File: src/shared/grcr_pkg.sv
package grcr_pkg;

    // Register indices; the bus byte address is four times the index.
    localparam logic [7:0] NEG_PUMP_LEVEL_IDX          = 8'h07;
    localparam logic [7:0] NEG_PUMP_SOFTSTART_TIME_IDX = 8'h08;
    localparam logic [7:0] NEG_PUMP_START_DELAY_IDX    = 8'h09;
    localparam logic [7:0] GATE_HIGH_BOOST_LEVEL_IDX   = 8'h0A;

    // Field layout: every register keeps a four-bit field in bits 3..0.
    localparam int FIELD_LSB   = 0;
    localparam int FIELD_WIDTH = 4;

    // Reset values of the fields.
    localparam logic [3:0] NEG_PUMP_LEVEL_RST          = 4'h1;
    localparam logic [3:0] NEG_PUMP_SOFTSTART_TIME_RST = 4'h1;
    localparam logic [3:0] NEG_PUMP_START_DELAY_RST    = 4'h1;
    localparam logic [3:0] GATE_HIGH_BOOST_LEVEL_RST   = 4'h4;

    // AXI4-Lite responses.
    localparam logic [1:0] RESP_OKAY   = 2'h0;
    localparam logic [1:0] RESP_SLVERR = 2'h2;

    // Timing.
    localparam int CLK_PERIOD_NS      = 25;
    localparam int STEP_TIME_NS       = 5000000;
    localparam int SS_BASE_TIME_NS    = 256000;
    localparam int STEP_CYCLES        = STEP_TIME_NS / CLK_PERIOD_NS;
    localparam int SS_BASE_CYCLES     = (SS_BASE_TIME_NS + CLK_PERIOD_NS - 1) / CLK_PERIOD_NS;
    localparam int TIMER_WIDTH        = 24;

    typedef struct packed {
        logic [3:0] neg_pump_level;
        logic [3:0] neg_pump_softstart_time;
        logic [3:0] neg_pump_start_delay;
        logic [3:0] gate_high_boost_level;
    } grcr_rail_cfg_t;

    typedef enum logic [1:0] {
        GRCR_T_IDLE = 2'b00,
        GRCR_T_RUN  = 2'b01,
        GRCR_T_DONE = 2'b11
    } grcr_timer_state_t;

endpackage

File: src/grcr_regs.sv
`timescale 1ns/100ps
module grcr_regs #(
    parameter int STEP_CYCLES    = grcr_pkg::STEP_CYCLES,
    parameter int SS_BASE_CYCLES = grcr_pkg::SS_BASE_CYCLES
) (
    // Clock and reset
    input  wire logic                     aclk,
    input  wire logic                     aresetn,
    // AXI4-Lite write address and data
    input  wire logic [7:0]               s_axi_awaddr,
    input  wire logic                     s_axi_awvalid,
    output logic                          s_axi_awready,
    input  wire logic [31:0]              s_axi_wdata,
    input  wire logic [3:0]               s_axi_wstrb,
    input  wire logic                     s_axi_wvalid,
    output logic                          s_axi_wready,
    // AXI4-Lite write response
    output logic [1:0]                    s_axi_bresp,
    output logic                          s_axi_bvalid,
    input  wire logic                     s_axi_bready,
    // AXI4-Lite read
    input  wire logic [7:0]               s_axi_araddr,
    input  wire logic                     s_axi_arvalid,
    output logic                          s_axi_arready,
    output logic [31:0]                   s_axi_rdata,
    output logic [1:0]                    s_axi_rresp,
    output logic                          s_axi_rvalid,
    input  wire logic                     s_axi_rready,
    // Sequencing
    input  wire logic                     panel_reset_pin,
    input  wire logic [3:0]               source_boost_delay_code,
    output logic                          source_boost_rail_en,
    output logic                          neg_pump_en,
    output logic                          neg_pump_softstart_done,
    // Stored settings for the analog converters
    output grcr_pkg::grcr_rail_cfg_t      rail_cfg
);

    // Returns 1..4 for a mapped register, 0 for an unmapped byte address.
    function automatic logic [2:0] grcr_sel(input logic [7:0] addr);
        logic [7:0] idx;
        idx = {2'h0, addr[7:2]};
        grcr_sel = 3'h0;
        if (addr[1:0] == 2'h0) begin
            if (idx == grcr_pkg::NEG_PUMP_LEVEL_IDX)          grcr_sel = 3'h1;
            if (idx == grcr_pkg::NEG_PUMP_SOFTSTART_TIME_IDX) grcr_sel = 3'h2;
            if (idx == grcr_pkg::NEG_PUMP_START_DELAY_IDX)    grcr_sel = 3'h3;
            if (idx == grcr_pkg::GATE_HIGH_BOOST_LEVEL_IDX)   grcr_sel = 3'h4;
        end
    endfunction

    logic [7:0]                  aw_addr_reg;
    logic                        aw_hold_reg;
    logic [31:0]                 w_data_reg;
    logic                        w_strb0_reg;
    logic                        w_hold_reg;
    logic                        bvalid_reg;
    logic [1:0]                  bresp_reg;
    logic                        rvalid_reg;
    logic [1:0]                  rresp_reg;
    logic [31:0]                 rdata_reg;
    grcr_pkg::grcr_rail_cfg_t    cfg_reg;
    logic                        wr_fire;
    logic [2:0]                  wr_sel;
    logic                        wr_take;
    logic [3:0]                  wr_field;

    assign s_axi_awready = !aw_hold_reg;
    assign s_axi_wready  = !w_hold_reg;
    assign s_axi_bvalid  = bvalid_reg;
    assign s_axi_bresp   = bresp_reg;
    assign s_axi_arready = !rvalid_reg;
    assign s_axi_rvalid  = rvalid_reg;
    assign s_axi_rresp   = rresp_reg;
    assign s_axi_rdata   = rdata_reg;
    assign rail_cfg      = cfg_reg;

    assign wr_fire  = aw_hold_reg && w_hold_reg && !bvalid_reg;
    assign wr_sel   = grcr_sel(aw_addr_reg);
    assign wr_take  = wr_fire && (wr_sel != 3'h0) && w_strb0_reg;
    assign wr_field = w_data_reg[grcr_pkg::FIELD_LSB +: grcr_pkg::FIELD_WIDTH];

    always_ff @(posedge aclk) begin
        if (!aresetn) begin
            aw_hold_reg <= 1'b0;
            aw_addr_reg <= 8'h00;
        end else if (s_axi_awvalid && !aw_hold_reg) begin
            aw_hold_reg <= 1'b1;
            aw_addr_reg <= s_axi_awaddr;
        end else if (wr_fire) begin
            aw_hold_reg <= 1'b0;
        end
    end

    always_ff @(posedge aclk) begin
        if (!aresetn) begin
            w_hold_reg  <= 1'b0;
            w_data_reg  <= 32'h0000_0000;
            w_strb0_reg <= 1'b0;
        end else if (s_axi_wvalid && !w_hold_reg) begin
            w_hold_reg  <= 1'b1;
            w_data_reg  <= s_axi_wdata;
            w_strb0_reg <= s_axi_wstrb[0];
        end else if (wr_fire) begin
            w_hold_reg <= 1'b0;
        end
    end

    always_ff @(posedge aclk) begin
        if (!aresetn) begin
            bvalid_reg <= 1'b0;
            bresp_reg  <= grcr_pkg::RESP_OKAY;
        end else if (wr_fire) begin
            bvalid_reg <= 1'b1;
            bresp_reg  <= (wr_sel == 3'h0) ? grcr_pkg::RESP_SLVERR : grcr_pkg::RESP_OKAY;
        end else if (s_axi_bready) begin
            bvalid_reg <= 1'b0;
        end
    end

    // A write with byte lane 0 disabled is acknowledged but changes nothing.
    always_ff @(posedge aclk) begin
        if (!aresetn) begin
            cfg_reg.neg_pump_level          <= grcr_pkg::NEG_PUMP_LEVEL_RST;
            cfg_reg.neg_pump_softstart_time <= grcr_pkg::NEG_PUMP_SOFTSTART_TIME_RST;
            cfg_reg.neg_pump_start_delay    <= grcr_pkg::NEG_PUMP_START_DELAY_RST;
            cfg_reg.gate_high_boost_level   <= grcr_pkg::GATE_HIGH_BOOST_LEVEL_RST;
        end else if (wr_take) begin
            unique case (wr_sel)
                3'h1:    cfg_reg.neg_pump_level          <= wr_field;
                3'h2:    cfg_reg.neg_pump_softstart_time <= wr_field;
                3'h3:    cfg_reg.neg_pump_start_delay    <= wr_field;
                default: cfg_reg.gate_high_boost_level   <= wr_field;
            endcase
        end
    end

    always_ff @(posedge aclk) begin
        if (!aresetn) begin
            rvalid_reg <= 1'b0;
            rresp_reg  <= grcr_pkg::RESP_OKAY;
            rdata_reg  <= 32'h0000_0000;
        end else if (s_axi_arvalid && !rvalid_reg) begin
            rvalid_reg <= 1'b1;
            rresp_reg  <= grcr_pkg::RESP_OKAY;
            unique case (grcr_sel(s_axi_araddr))
                3'h1:    rdata_reg <= {28'h0000000, cfg_reg.neg_pump_level};
                3'h2:    rdata_reg <= {28'h0000000, cfg_reg.neg_pump_softstart_time};
                3'h3:    rdata_reg <= {28'h0000000, cfg_reg.neg_pump_start_delay};
                3'h4:    rdata_reg <= {28'h0000000, cfg_reg.gate_high_boost_level};
                default: begin
                    rdata_reg <= 32'h0000_0000;
                    rresp_reg <= grcr_pkg::RESP_SLVERR;
                end
            endcase
        end else if (s_axi_rready) begin
            rvalid_reg <= 1'b0;
        end
    end

    // Power sequencing: panel reset rise, source rail delay, pump delay, soft-start.
    logic rst_meta_reg;
    logic rst_sync_reg;
    logic rst_prev_reg;
    logic rst_rise;
    logic src_pulse;
    logic src_done;
    logic neg_pulse;
    logic neg_done;
    logic ss_done;

    always_ff @(posedge aclk) begin
        if (!aresetn) begin
            rst_meta_reg <= 1'b0;
            rst_sync_reg <= 1'b0;
            rst_prev_reg <= 1'b0;
        end else begin
            rst_meta_reg <= panel_reset_pin;
            rst_sync_reg <= rst_meta_reg;
            rst_prev_reg <= rst_sync_reg;
        end
    end

    assign rst_rise = rst_sync_reg && !rst_prev_reg;

    // Holding the panel reset low aborts every stage, so rails drop together.
    grcr_step_timer u_src_timer (
        .aclk        (aclk),
        .aresetn     (aresetn),
        .start       (rst_rise),
        .abort       (!rst_sync_reg),
        .code        (source_boost_delay_code),
        .unit_cycles (grcr_pkg::TIMER_WIDTH'(STEP_CYCLES)),
        .base_cycles ('0),
        .done_pulse  (src_pulse),
        .done        (src_done)
    );

    grcr_step_timer u_neg_timer (
        .aclk        (aclk),
        .aresetn     (aresetn),
        .start       (src_pulse),
        .abort       (!rst_sync_reg),
        .code        (cfg_reg.neg_pump_start_delay),
        .unit_cycles (grcr_pkg::TIMER_WIDTH'(STEP_CYCLES)),
        .base_cycles ('0),
        .done_pulse  (neg_pulse),
        .done        (neg_done)
    );

    grcr_step_timer u_ss_timer (
        .aclk        (aclk),
        .aresetn     (aresetn),
        .start       (neg_pulse),
        .abort       (!rst_sync_reg),
        .code        (cfg_reg.neg_pump_softstart_time),
        .unit_cycles (grcr_pkg::TIMER_WIDTH'(STEP_CYCLES)),
        .base_cycles (grcr_pkg::TIMER_WIDTH'(SS_BASE_CYCLES)),
        .done_pulse  (),
        .done        (ss_done)
    );

    assign source_boost_rail_en    = src_done;
    assign neg_pump_en             = neg_done;
    assign neg_pump_softstart_done = ss_done;

    a_read_high_zero: assert property (@(posedge aclk) disable iff (!aresetn)
        s_axi_rvalid |-> (s_axi_rdata[31:4] == 28'h0000000))
        else $error("upper read bits not zero");
    a_level_write: assert property (@(posedge aclk) disable iff (!aresetn)
        (wr_take && wr_sel == 3'h1) |=> (rail_cfg.neg_pump_level == $past(w_data_reg[3:0])))
        else $error("pump level write lost");
    a_softstart_write: assert property (@(posedge aclk) disable iff (!aresetn)
        (wr_take && wr_sel == 3'h2)
            |=> (rail_cfg.neg_pump_softstart_time == $past(w_data_reg[3:0])))
        else $error("soft-start write lost");
    a_delay_write: assert property (@(posedge aclk) disable iff (!aresetn)
        (wr_take && wr_sel == 3'h3) |=> (rail_cfg.neg_pump_start_delay == $past(w_data_reg[3:0])))
        else $error("start delay write lost");
    a_gate_write: assert property (@(posedge aclk) disable iff (!aresetn)
        (wr_take && wr_sel == 3'h4)
            |=> (rail_cfg.gate_high_boost_level == $past(w_data_reg[3:0])))
        else $error("gate level write lost");
    a_cfg_steady: assert property (@(posedge aclk) disable iff (!aresetn)
        !wr_take |=> $stable(rail_cfg))
        else $error("setting changed without a write");
    a_pump_after_src: assert property (@(posedge aclk) disable iff (!aresetn)
        neg_pump_en |-> source_boost_rail_en)
        else $error("pump started before source rail");
    a_src_from_reset: assert property (@(posedge aclk) disable iff (!aresetn)
        $rose(source_boost_rail_en) |-> $past(rst_sync_reg, 2))
        else $error("source rail started without panel reset high");
    a_unmapped_err: assert property (@(posedge aclk) disable iff (!aresetn)
        (wr_fire && wr_sel == 3'h0) |=> (s_axi_bvalid && s_axi_bresp == grcr_pkg::RESP_SLVERR))
        else $error("unmapped write not refused");

endmodule // grcr_regs

File: src/grcr_step_timer.sv
`timescale 1ns/100ps
module grcr_step_timer (
    // Clock and reset
    input  wire logic                                 aclk,
    input  wire logic                                 aresetn,
    // Control
    input  wire logic                                 start,
    input  wire logic                                 abort,
    input  wire logic [3:0]                           code,
    input  wire logic [grcr_pkg::TIMER_WIDTH-1:0]     unit_cycles,
    input  wire logic [grcr_pkg::TIMER_WIDTH-1:0]     base_cycles,
    // Status
    output logic                                      done_pulse,
    output logic                                      done
);

    function automatic logic [grcr_pkg::TIMER_WIDTH-1:0] grcr_span(
        input logic [3:0]                       c,
        input logic [grcr_pkg::TIMER_WIDTH-1:0] unit,
        input logic [grcr_pkg::TIMER_WIDTH-1:0] base);
        logic [grcr_pkg::TIMER_WIDTH+3:0] prod;
        prod = c * unit;
        grcr_span = (c == 4'h0) ? base : prod[grcr_pkg::TIMER_WIDTH-1:0];
    endfunction

    grcr_pkg::grcr_timer_state_t        state_reg;
    logic [grcr_pkg::TIMER_WIDTH-1:0]   cnt_reg;

    assign done_pulse = (state_reg == grcr_pkg::GRCR_T_RUN) && (cnt_reg == '0);
    assign done       = (state_reg == grcr_pkg::GRCR_T_DONE);

    // Abort has priority so a dropped upstream condition cancels a pending start.
    always_ff @(posedge aclk) begin
        if (!aresetn || abort) begin
            state_reg <= grcr_pkg::GRCR_T_IDLE;
            cnt_reg   <= '0;
        end else begin
            unique case (state_reg)
                grcr_pkg::GRCR_T_IDLE: begin
                    if (start) begin
                        cnt_reg   <= grcr_span(code, unit_cycles, base_cycles);
                        state_reg <= grcr_pkg::GRCR_T_RUN;
                    end
                end
                grcr_pkg::GRCR_T_RUN: begin
                    if (cnt_reg == '0) begin
                        state_reg <= grcr_pkg::GRCR_T_DONE;
                    end else begin
                        cnt_reg <= cnt_reg - 1'b1;
                    end
                end
                grcr_pkg::GRCR_T_DONE: begin
                    if (start) begin
                        cnt_reg   <= grcr_span(code, unit_cycles, base_cycles);
                        state_reg <= grcr_pkg::GRCR_T_RUN;
                    end
                end
                default: begin
                    state_reg <= grcr_pkg::GRCR_T_IDLE;
                end
            endcase
        end
    end

endmodule // grcr_step_timer

File: config.mk
export PLATFORM = sky130hd
export DESIGN_NAME = grcr_regs
export DESIGN_NICKNAME = d
export VERILOG_FILES = /design/src/shared/grcr_pkg.sv /design/src/grcr_regs.sv /design/src/grcr_step_timer.sv
export SDC_FILE = /design/constraint.sdc
export NUM_CORES = 1
export LEC_CHECK = 0
export ABC_AREA = 0
export ABC_CLOCK_PERIOD_IN_PS = 6200
export BUFFER_PORTS_ARGS = -buffer_cell sky130_fd_sc_hd__buf_2
export CORE_MARGIN = 1.5
export CORE_UTILIZATION = 60
export CTS_BUF_LIST = sky130_fd_sc_hd__clkbuf_8
export DETAILED_ROUTE_END_ITERATION = 7
export GPL_TIMING_DRIVEN = 0
export PLACE_DENSITY = 0.91
export SYNTH_ARGS = -nofsm -noshare
export SYNTH_HDL_FRONTEND = slang
export SYNTH_SLANG_ARGS = --single-unit
File: constraint.sdc
create_clock -name aclk -period 6.2 [get_ports aclk]
set_clock_uncertainty 0.1 [all_clocks]
set_input_delay 0 -clock aclk [delete_from_list [all_inputs] [get_ports aclk]]
set_output_delay 0 -clock aclk [all_outputs]
set_load 0.05 [all_outputs]
==> Yosys cells after proc, flatten, opt, wreduce, memory -nomap -nowiden <==
Index checks and enable logic that the tools add are counted.
{ "totals": {"in_bits": 64, "word_cells": 156, "out_inout_bits": 60, "ff_bits": 150} }
{ "op_classes": {"mul": 3, "n_addsub": 3, "reduce_logical": 53, "mux": 43, "eq_ne": 30, "n_bitwise": 1} }
{ "ops": {"columns": ["cell", "count"], "rows": [
  ["2-to-1 mux 24 bit", 9],
  ["one-hot mux 24 bit (2 select lines)", 3],
  ["logical NOT 24 bit", 3],
  ["subtractor 24 x 1 -> 24 bit (second input constant)", 3],
  ["multiplier 4 x 12 -> 16 bit (second input constant)", 3],
  ["equality test 6 x 4 -> 1 bit (second input constant)", 6],
  ["2-to-1 mux 3 bit", 10],
  ["2-to-1 mux 2 bit", 8],
  ["one-hot mux 4 bit (4 select lines)", 1],
  ["AND reduction 2 bit", 7],
  ["nonzero test 2 bit", 7],
  ["equality test 3 x 2 -> 1 bit (second input constant)", 4],
  ["equality test 6 x 3 -> 1 bit (second input constant)", 2],
  ["logical NOT 4 bit", 3],
  ["!= test 2 bit (second input constant)", 6],
  ["one-hot mux 2 bit (2 select lines)", 3],
  ["logical AND 1 bit", 10],
  ["logical NOT 2 bit", 5],
  ["2-to-1 mux 1 bit", 9],
  ["AND reduction 3 bit", 3],
  ["logical NOT 1 bit", 7],
  ["equality test 2 x 1 -> 1 bit (second input constant)", 3],
  ["equality test 2 bit (second input constant)", 3],
  ["equality test 3 x 1 -> 1 bit (second input constant)", 2],
  ["9 further kinds", 13]
]} }

==> Logic depth before layout (Yosys ltp) <==
Gate-level depths: netlist of run 1.
{ "logic_depth": {"ltp_word": 11, "ltp_mapped": 11, "depth_no_buf": 11} }

==> Hierarchy <==
Synthesis of run 1 repeated with hierarchy kept, for this count alone.
{ "unflattened": {"cells_unflattened": 2099, "hier_area_um2": 15924.0} }
{ "modules_own_cells": {"columns": ["mod", "seq_area_each_um2", "area_each_um2", "n_inst", "cells_each"], "rows": [
  ["grcr_step_timer at u_neg_timer", 520.5, 4738.3, 1, 639],
  ["grcr_step_timer at u_src_timer", 520.5, 4566.9, 1, 616],
  ["grcr_step_timer at u_ss_timer", 520.5, 4534.3, 1, 618],
  ["grcr_regs", 840.8, 2084.5, 1, 226]
]} }

==> Worst setup path after synthesis of run 1 <==
Ideal clock, no wire load.
{ "synth_path": {"kind": "reg-to-reg", "startpoint": "register cfg_reg (netlist bit rail_cfg[10])", "endpoint": "register u_ss_timer.cnt_reg[20] (netlist bit)", "slack_ps": 3051, "stages_incl_launch_ff": 12, "setup_ps": 120, "required_ps": 5980, "synth_period_minus_slack_ps": 3149, "path_buffers": 1, "arrival_ps": 2929, "path_cell_list": "dfxtp_1 inv_1 ha_1 ha_1 ha_1 clkbuf_1 nand3_1 a21o_1 a21boi_0 a21o_1 a2111oi_0 o31a_1"} }
{ "synth_via": {"elab_chain_len": 4, "elab_cells_between_ends": 5, "classes_between": "mul (1); mux (3); reduce/logical (1)"} }
{ "synth_rtl": {"columns": ["element", "line_no", "rtl"], "rows": [
  ["start, declared", "grcr_regs.sv:62", "grcr_pkg::grcr_rail_cfg_t cfg_reg;"],
  ["multiplier 4 x 12 -> 16 bit / logical NOT 4 bit (equally long branches)", "grcr_step_timer.sv:22, grcr_step_timer.sv:23", null],
  ["2-to-1 mux 24 bit (*)", "grcr_step_timer.sv:23", "grcr_span = (c == 4'h0) ? base : prod[grcr_pkg::TIMER_WIDTH-1:0];"],
  ["2-to-1 mux 24 bit (*)", "grcr_step_timer.sv:40, grcr_step_timer.sv:53", null],
  ["one-hot mux 24 bit (2 select lines) (*)", "grcr_step_timer.sv:38", "unique case (state_reg)"],
  ["end signal, assigned", "grcr_step_timer.sv:41", "cnt_reg <= grcr_span(code, unit_cycles, base_cycles);"],
  ["end signal, assigned", "grcr_step_timer.sv:49", "cnt_reg <= cnt_reg - 1'b1;"],
  ["end signal, assigned", "grcr_step_timer.sv:54", "cnt_reg <= grcr_span(code, unit_cycles, base_cycles);"],
  ["end, declared", "grcr_step_timer.sv:27", "logic [grcr_pkg::TIMER_WIDTH-1:0] cnt_reg;"]
]} }
Every way passes the cells marked *; elsewhere a longest branch is shown, timed or not. The select of a mux whose other input is x is not followed.
A chain may end at the register's enable or synchronous reset.

==> Final worst setup path of run 1 <==
Ends and elaborated chain as after synthesis.

==> flow_metrics.tcl, run 1 <==
set metrics [dict create \
    first_pass_iters 7 \
    setup_viol 0 \
    tightest_slew_ps 1180 \
    met1_length_um 9890 \
    peakVddDrop_v 0.000139 \
    hold_path.class "in2reg" \
    fill_cells 1041 \
    outcome "complete, no violations" \
    cts_buffers 17 \
    synth_edf_count 0 \
    switching_share_pct 30.4 \
    via_per_inst 6.36 \
    grt_max_degree 17 \
    critPathMaxStageDelay_ps 610 \
    final_cells 1395 \
    hold_depth 6 \
    clk_latency_ps 480 \
    cellLeakagePower_uw 0.00415 \
    synth_top_cell_by_area "dfxtp_1" \
    rows 43 \
    reg2regPathDepth 11 \
    post-route-period-util_pct 55.3 \
    vias 8872 \
    syn_avg_cell_area_um2 7.98 \
    gp_congestion 0.959 \
    synth_area_leaders "dfxtp_1, ha_1, a21oi_1" \
    core-area_um2 13800 \
    synthCells 1062 \
    antenna_found_initial 1 \
    cts_root_buffer "clkbuf_8" \
    synthArstFlopShare_pct 0 \
    synth_ff_type "dfxtp_1" \
    routed_wl_um 25200 \
    synth_seq_cells 120 \
    grt_pass1_wl_um 40700 \
    fin_crit_ps 3430 \
    synth.top_cell.area_share_pct 28.3 \
    clockBufferDepth 2 \
    wl_per_cell_um 18.1 \
    cts_resized 0 \
    clkTransAtPathRegs_ps 80 \
    met3WireLength_um 2100 \
    crit_slowest_cell "dfxtp_1" \
    ys_types 75 \
    drc_errors 0 \
    crit_chain "inv_1, ha_1, ha_1, ha_1, clkbuf_1, nand3_1, a21o_1, a21boi_0, a21o_1, a2111oi_0, o31a_1" \
    p_sw_uw 539 \
    ys_warn_count 0 \
    cp.required_ps 6470 \
    cts_tree "built" \
    htreeDepth 4 \
    tns_ps 0 \
    portBuffers 62 \
    grt_overflow_total 0 \
    pin_count 124 \
    post-dp-hpwl_um 16200 \
    area_delta_synth_final_pct 15.8 \
    drt-initial-drc-count 1046 \
    place_inst 1333 \
    wl_met2_um 12000 \
    clock-sinks 120 \
    die_h_um 122 \
    hold_viol 0 \
    start_kind "flip-flop" \
    final_nets 1337 \
    ys_seq_area_share_pct 28.3 \
    grt_pass1_vias 8471 \
    rsz0062_at_grt "no" \
    arrival_ps 3710 \
    p_comb_share_pct 13.4 \
    post_cts_buffers 0 \
    die_w_um 122 \
    start_util_pct 61.3 \
    final_layout_size_suffix_gt1_share_pct 12.7 \
    worst_path_most_repeated_cell "ha_1" \
    dr.max_layer_used "met4" \
    ant_nets 0 \
    p_clk_share_pct 42.0 \
    endpoint_kind "flip-flop" \
    clock.fmax_mhz 291 \
    sequentialPowerShare_pct 44.6 \
    grt_use_total_pct 34.4 \
    syn_area_um2 8480 \
    drv_cap 0 \
    criticalPathCategory "reg2reg" \
    p_int_uw 1230 \
    die-area_um2 14900 \
    cp_max_fo 10 \
    slew_headroom_pct 20.6 \
    power.density_nw_per_um2 181 \
    slew_violations 0 \
]
## logic make-up after synthesis
family	count (synthesis)	share of synthesized area, %
AO/OA/AOI/OAI	314	23.4
buffers and inverters	114	6.57
multiplexers	32	3.78
adder cells (fa/ha/maj)	72	10.6
flip-flops	120	28.3
XOR/XNOR	30	3.10
AND/OR/NAND/NOR	379	24.2
other	1	0.0442
## metal layers
layer	track usage (%)	vias up
met3	7.68	122
met2	58.9	501
met4	19.7	0
li1	-	4122
met5	0	-
met1	39.5	4127
## synth_stat cells, types with 5 or more instances
cell,count
nor4b_1,5
a222oi_1,5
nor3b_1,7
nor2b_1,31
or4_1,12
a22oi_1,9
xnor2_1,18
nand2_1,77
xor2_1,12
buf_2,13
clkbuf_1,32
a22o_1,8
o21ai_1,14
ha_1,72
inv_1,38
a32oi_1,6
nand3_1,14
o22ai_1,11
o211a_1,7
a21o_1,15
a31oi_1,13
or3_1,11
and4_1,6
and2_1,11
nor3_1,38
o21a_1,5
nor4_1,14
dfxtp_1,120
and3_1,8
nand4_1,7
buf_4,30
o21ai_0,71
o211ai_1,5
mux2i_1,32
nand3b_1,8
nor2_1,95
a21oi_1,93
a21boi_0,6
a211oi_1,8
nand2b_1,10
## per-stage QoR
| stage | power, µW | hold WS, ps | util (%) | worst slack [ps] | area (µm²) |
|---|---|---|---|---|---|
| 5_1_grt | 1820 | 86.1 | 71.0 | 2520 | 9820 |
| 3_5_place_dp | 1020 | 129 | 66.0 | 3020 | 9120 |
| 2_1_floorplan | 974 | 15.8 | - | 3050 | 8590 |
| 6_report | 1770 | 22.3 | 71.0 | 2770 | 9820 |
| 4_1_cts | 1750 | 24.6 | 71.0 | 2980 | 9810 |
| 3_3_place_gp | 1020 | 118 | 66.0 | 3100 | 9120 |
## cell type report
type / count / area, µm² / share of cell area (%)
Buffer: 75 / 410 / 4.18
Multi-Input combinational cell: 857 / 5630 / 57.3
Timing Repair Buffer: 91 / 601 / 6.12
Clock inverter: 15 / 166 / 1.70
Sequential cell: 120 / 2400 / 24.5
Inverter: 39 / 146 / 1.49
Clock buffer: 17 / 234 / 2.38
Antenna cell: 1 / 2.50 / 0.0255
Tap cell: 180 / 225 / 2.29
## layout by cell type (no fill, tap or decap), types with 6 or more instances in the layout
| cell type | synthesis | routed |
|---|---|---|
| o22ai_1 | 11 | 11 |
| inv_1 | 38 | 39 |
| o211a_1 | 7 | 7 |
| conb_1 | 1 | 30 |
| nor3_1 | 38 | 38 |
| nand3_1 | 14 | 14 |
| dfxtp_1 | 120 | 120 |
| nor4_1 | 14 | 14 |
| a22o_1 | 8 | 8 |
| buf_2 | 13 | 75 |
| xnor2_1 | 18 | 18 |
| nor3b_1 | 7 | 7 |
| a211oi_1 | 8 | 8 |
| clkbuf_1 | 32 | 32 |
| nand4_1 | 7 | 7 |
| clkbuf_8 | 0 | 17 |
| o21ai_0 | 71 | 71 |
| and3_1 | 8 | 8 |
| and2_1 | 11 | 11 |
| nand2_1 | 77 | 77 |
| o21ai_1 | 14 | 14 |
| nor2_1 | 95 | 95 |
| a31oi_1 | 13 | 13 |
| a21o_1 | 15 | 15 |
| ha_1 | 72 | 72 |
| and4_1 | 6 | 6 |
| nand2b_1 | 10 | 10 |
| xor2_1 | 12 | 12 |
| a21boi_0 | 6 | 6 |
| or3_1 | 11 | 11 |
| nor2b_1 | 31 | 31 |
| or4_1 | 12 | 12 |
| a21oi_1 | 93 | 93 |
| nand3b_1 | 8 | 8 |
| a22oi_1 | 9 | 9 |
| buf_4 | 30 | 30 |
| inv_6 | 0 | 6 |
| mux2i_1 | 32 | 32 |
| dlygate4sd3_1 | 0 | 29 |
| a32oi_1 | 6 | 6 |
## power by group through the flow
stage / combinational, µW / clock, µW / sequential [µW]
floorplan: 164 / 0 / 810
global placement: 210 / 0 / 806
detailed placement: 215 / 0 / 806
CTS: 229 / 737 / 788
global route: 255 / 771 / 791
finish: 237 / 745 / 790
## path summary, 6_finish.rpt
kind                                   startpoint                                   end  slack, ps
min                    source_boost_delay_code[2]   u_src_timer.cnt_reg[8]$_SDFFE_PP0P_         20
max reg2reg             rail_cfg[10]$_SDFFE_PN0P_   u_ss_timer.cnt_reg[20]$_SDFFE_PP0P_       2770
max                     rail_cfg[10]$_SDFFE_PN0P_   u_ss_timer.cnt_reg[20]$_SDFFE_PP0P_       2770
min reg2reg  u_src_timer.cnt_reg[14]$_SDFFE_PP0P_  u_src_timer.cnt_reg[14]$_SDFFE_PP0P_        400
## what timing repair did
| item | 4_1_cts | 5_1_grt |
|---|---|---|
| setup endpoints to repair | 0 | 0 |
| hold buffers | 29 | 0 |
| endpoints found under the hold margin | 24 | 0 |
## critical path, delay by kind of cell, from the launching register on
| kind | cells | cell delay [ps] |
|---|---|---|
| AO/OA/AOI/OAI | 5 | 1160 |
| AND/OR/NAND/NOR | 1 | 130 |
| adder cells (fa/ha/maj) | 3 | 800 |
| flip-flops | 1 | 610 |
| buffers and inverters | 2 | 520 |
No activity file was read; power rests on OpenSTA's default activity.
==> inputs of run 2 (changes only) <==
ABC_CLOCK_PERIOD_IN_PS = 3200   (was 6200)
clock period = 3.2 ns   (was 6.2 ns; I/O delays follow)
==> flow_metrics.tcl, run 2 (synthesis results as in run 1) <==
set metrics [dict create \
    outcome "complete, no violations" \
    drc_errors 0 \
    rows 43 \
    slew_violations 0 \
    start_kind "flip-flop" \
    first_pass_iters 6 \
    final_layout_size_suffix_gt1_share_pct 13.4 \
    tns_ps 0 \
    setup_viol 0 \
    grt_pass1_wl_um 40600 \
    clock.fmax_mhz 313 \
    final_common_cell "dfxtp_1" \
    hold_viol 0 \
    cts_root_buffer "clkbuf_8" \
    final_cell_area_um2 9840 \
    sequentialPowerShare_pct 44.7 \
    power.density_nw_per_um2 348 \
    clkTransAtPathRegs_ps 80 \
    start_util_pct 61.3 \
    peakVddDrop_v 0.000298 \
    hold_path.class "in2reg" \
    cts_buffers 17 \
    portBuffers 62 \
    pin_count 124 \
    placed_cell_area_um2 9120 \
    final_nets 1336 \
    criticalPathCategory "reg2reg" \
    wl_per_cell_um 18.2 \
    rsz0062_at_grt "no" \
    clock-sinks 120 \
    core-area_um2 13800 \
    n_antenna_cell 0 \
    grt_use_total_pct 34.3 \
    cp_max_fo 8 \
    p_sw_uw 1030 \
    switching_share_pct 30.2 \
    grt_overflow_total 0 \
    die_w_um 122 \
    fin_crit_ps 3190 \
    clk_latency_ps 480 \
    post-dp-hpwl_um 16200 \
    grt_max_degree 17 \
    p_clk_share_pct 41.9 \
    die_h_um 122 \
    drv_cap 0 \
    p_int_uw 2390 \
    p_comb_share_pct 13.4 \
    drt-initial-drc-count 1129 \
    htreeDepth 4 \
    arrival_ps 3520 \
    cts_tree "built" \
    post-route-period-util_pct 99.8 \
    vias 9020 \
    final_cell_mix "dfxtp_1, nor2_1, a21oi_1" \
    post_cts_buffers 0 \
    tightest_slew_ps 1240 \
    die-area_um2 14900 \
    area_delta_synth_final_pct 16.0 \
    endpoint_kind "flip-flop" \
    via_per_inst 6.48 \
    ant_nets 0 \
    slew_headroom_pct 16.6 \
    clockBufferDepth 2 \
    grt_pass1_vias 8354 \
    routed_wl_um 25300 \
    gp_congestion 0.959 \
    antenna_found_initial 0 \
    cellLeakagePower_uw 0.00416 \
    cp.required_ps 3520 \
]
run 2: cell types whose count changed in the layout (fill, tap and decap cells not counted):
cell	change
dfxtp_1	-6
dfxtp_2	+5
a211oi_1	-2
a211oi_2	+2
a21boi_0	-1
a21boi_1	+1
clkbuf_1	-1
dfxtp_4	+1
diode_2	-1
nor4b_1	-1
nor4b_2	+1
run 2: path summary, 6_finish.rpt:
check                                  start  slack (ps)                             endpoint  depth (start not counted)
setup / recovery   rail_cfg[11]$_SDFFE_PN0P_           8  u_ss_timer.cnt_reg[20]$_SDFFE_PP0P_                         10
hold / removal    source_boost_delay_code[2]          20  u_src_timer.cnt_reg[8]$_SDFFE_PP0P_                          6
setup reg to reg   rail_cfg[11]$_SDFFE_PN0P_           8  u_ss_timer.cnt_reg[20]$_SDFFE_PP0P_                         10
hold reg to reg      rst_meta_reg$_SDFF_PN0_         400              rst_sync_reg$_SDFF_PN0_                          1
run 2: worst max-delay path, cell delays in order (launching register included):
cell,delay (ps)
dfxtp_2,460
inv_1,80
ha_1,280
ha_1,380
ha_1,380
nand3_1,110
a21o_1,130
a21boi_1,140
a21o_1,240
a2111oi_0,630
o31a_1,230
run 2: timing repair:
item | in CTS | in global routing
hold buffers | 29 | 0
pin swaps | 0 | 1
setup endpoints to repair | 1 | 11
resized for setup | 1 | 10
hold endpoints to repair | 24 | 0
run 2: per-layer routing:
layer  vias to the layer above  GRT usage [%]  wire (µm)
met1                      4160           40.1       9720
met2                       590           59.4      12200
met4                         0           17.6       1200
met5                         -              0          0
li1                       4125              -          -
met3                       145           6.74       2130
run 2: area by class of cell:
class | count | area (µm²)
Buffer | 74 | 407
Clock buffer | 17 | 234
Clock inverter | 15 | 166
Fill cell | 1039 | 3990
Inverter | 39 | 146
Multi-Input combinational cell | 857 | 5640
Sequential cell | 120 | 2410
Tap cell | 180 | 225
Timing Repair Buffer | 91 | 601
run 2: per-stage QoR:
stage	total power [µW]	hold slack, ps	cells	util [%]	setup WS (ps)
floorplan	1890	15.8	1091	-	51.3
global placement	1970	118	1333	66.0	95.5
detailed placement	1980	129	1333	66.0	24.5
CTS	3400	24.6	1394	71.0	35.2
global route	3520	89.0	1393	71.1	3.02
finish	3420	22.3	1393	71.1	7.89
run 2: power groups by stage:
stage / logic [µW] / registers [µW] / clock network, µW
global placement: 406 / 1560 / 0
CTS: 443 / 1530 / 1430
floorplan: 319 / 1570 / 0
global route: 493 / 1530 / 1490
finish: 460 / 1530 / 1430
detailed placement: 416 / 1560 / 0
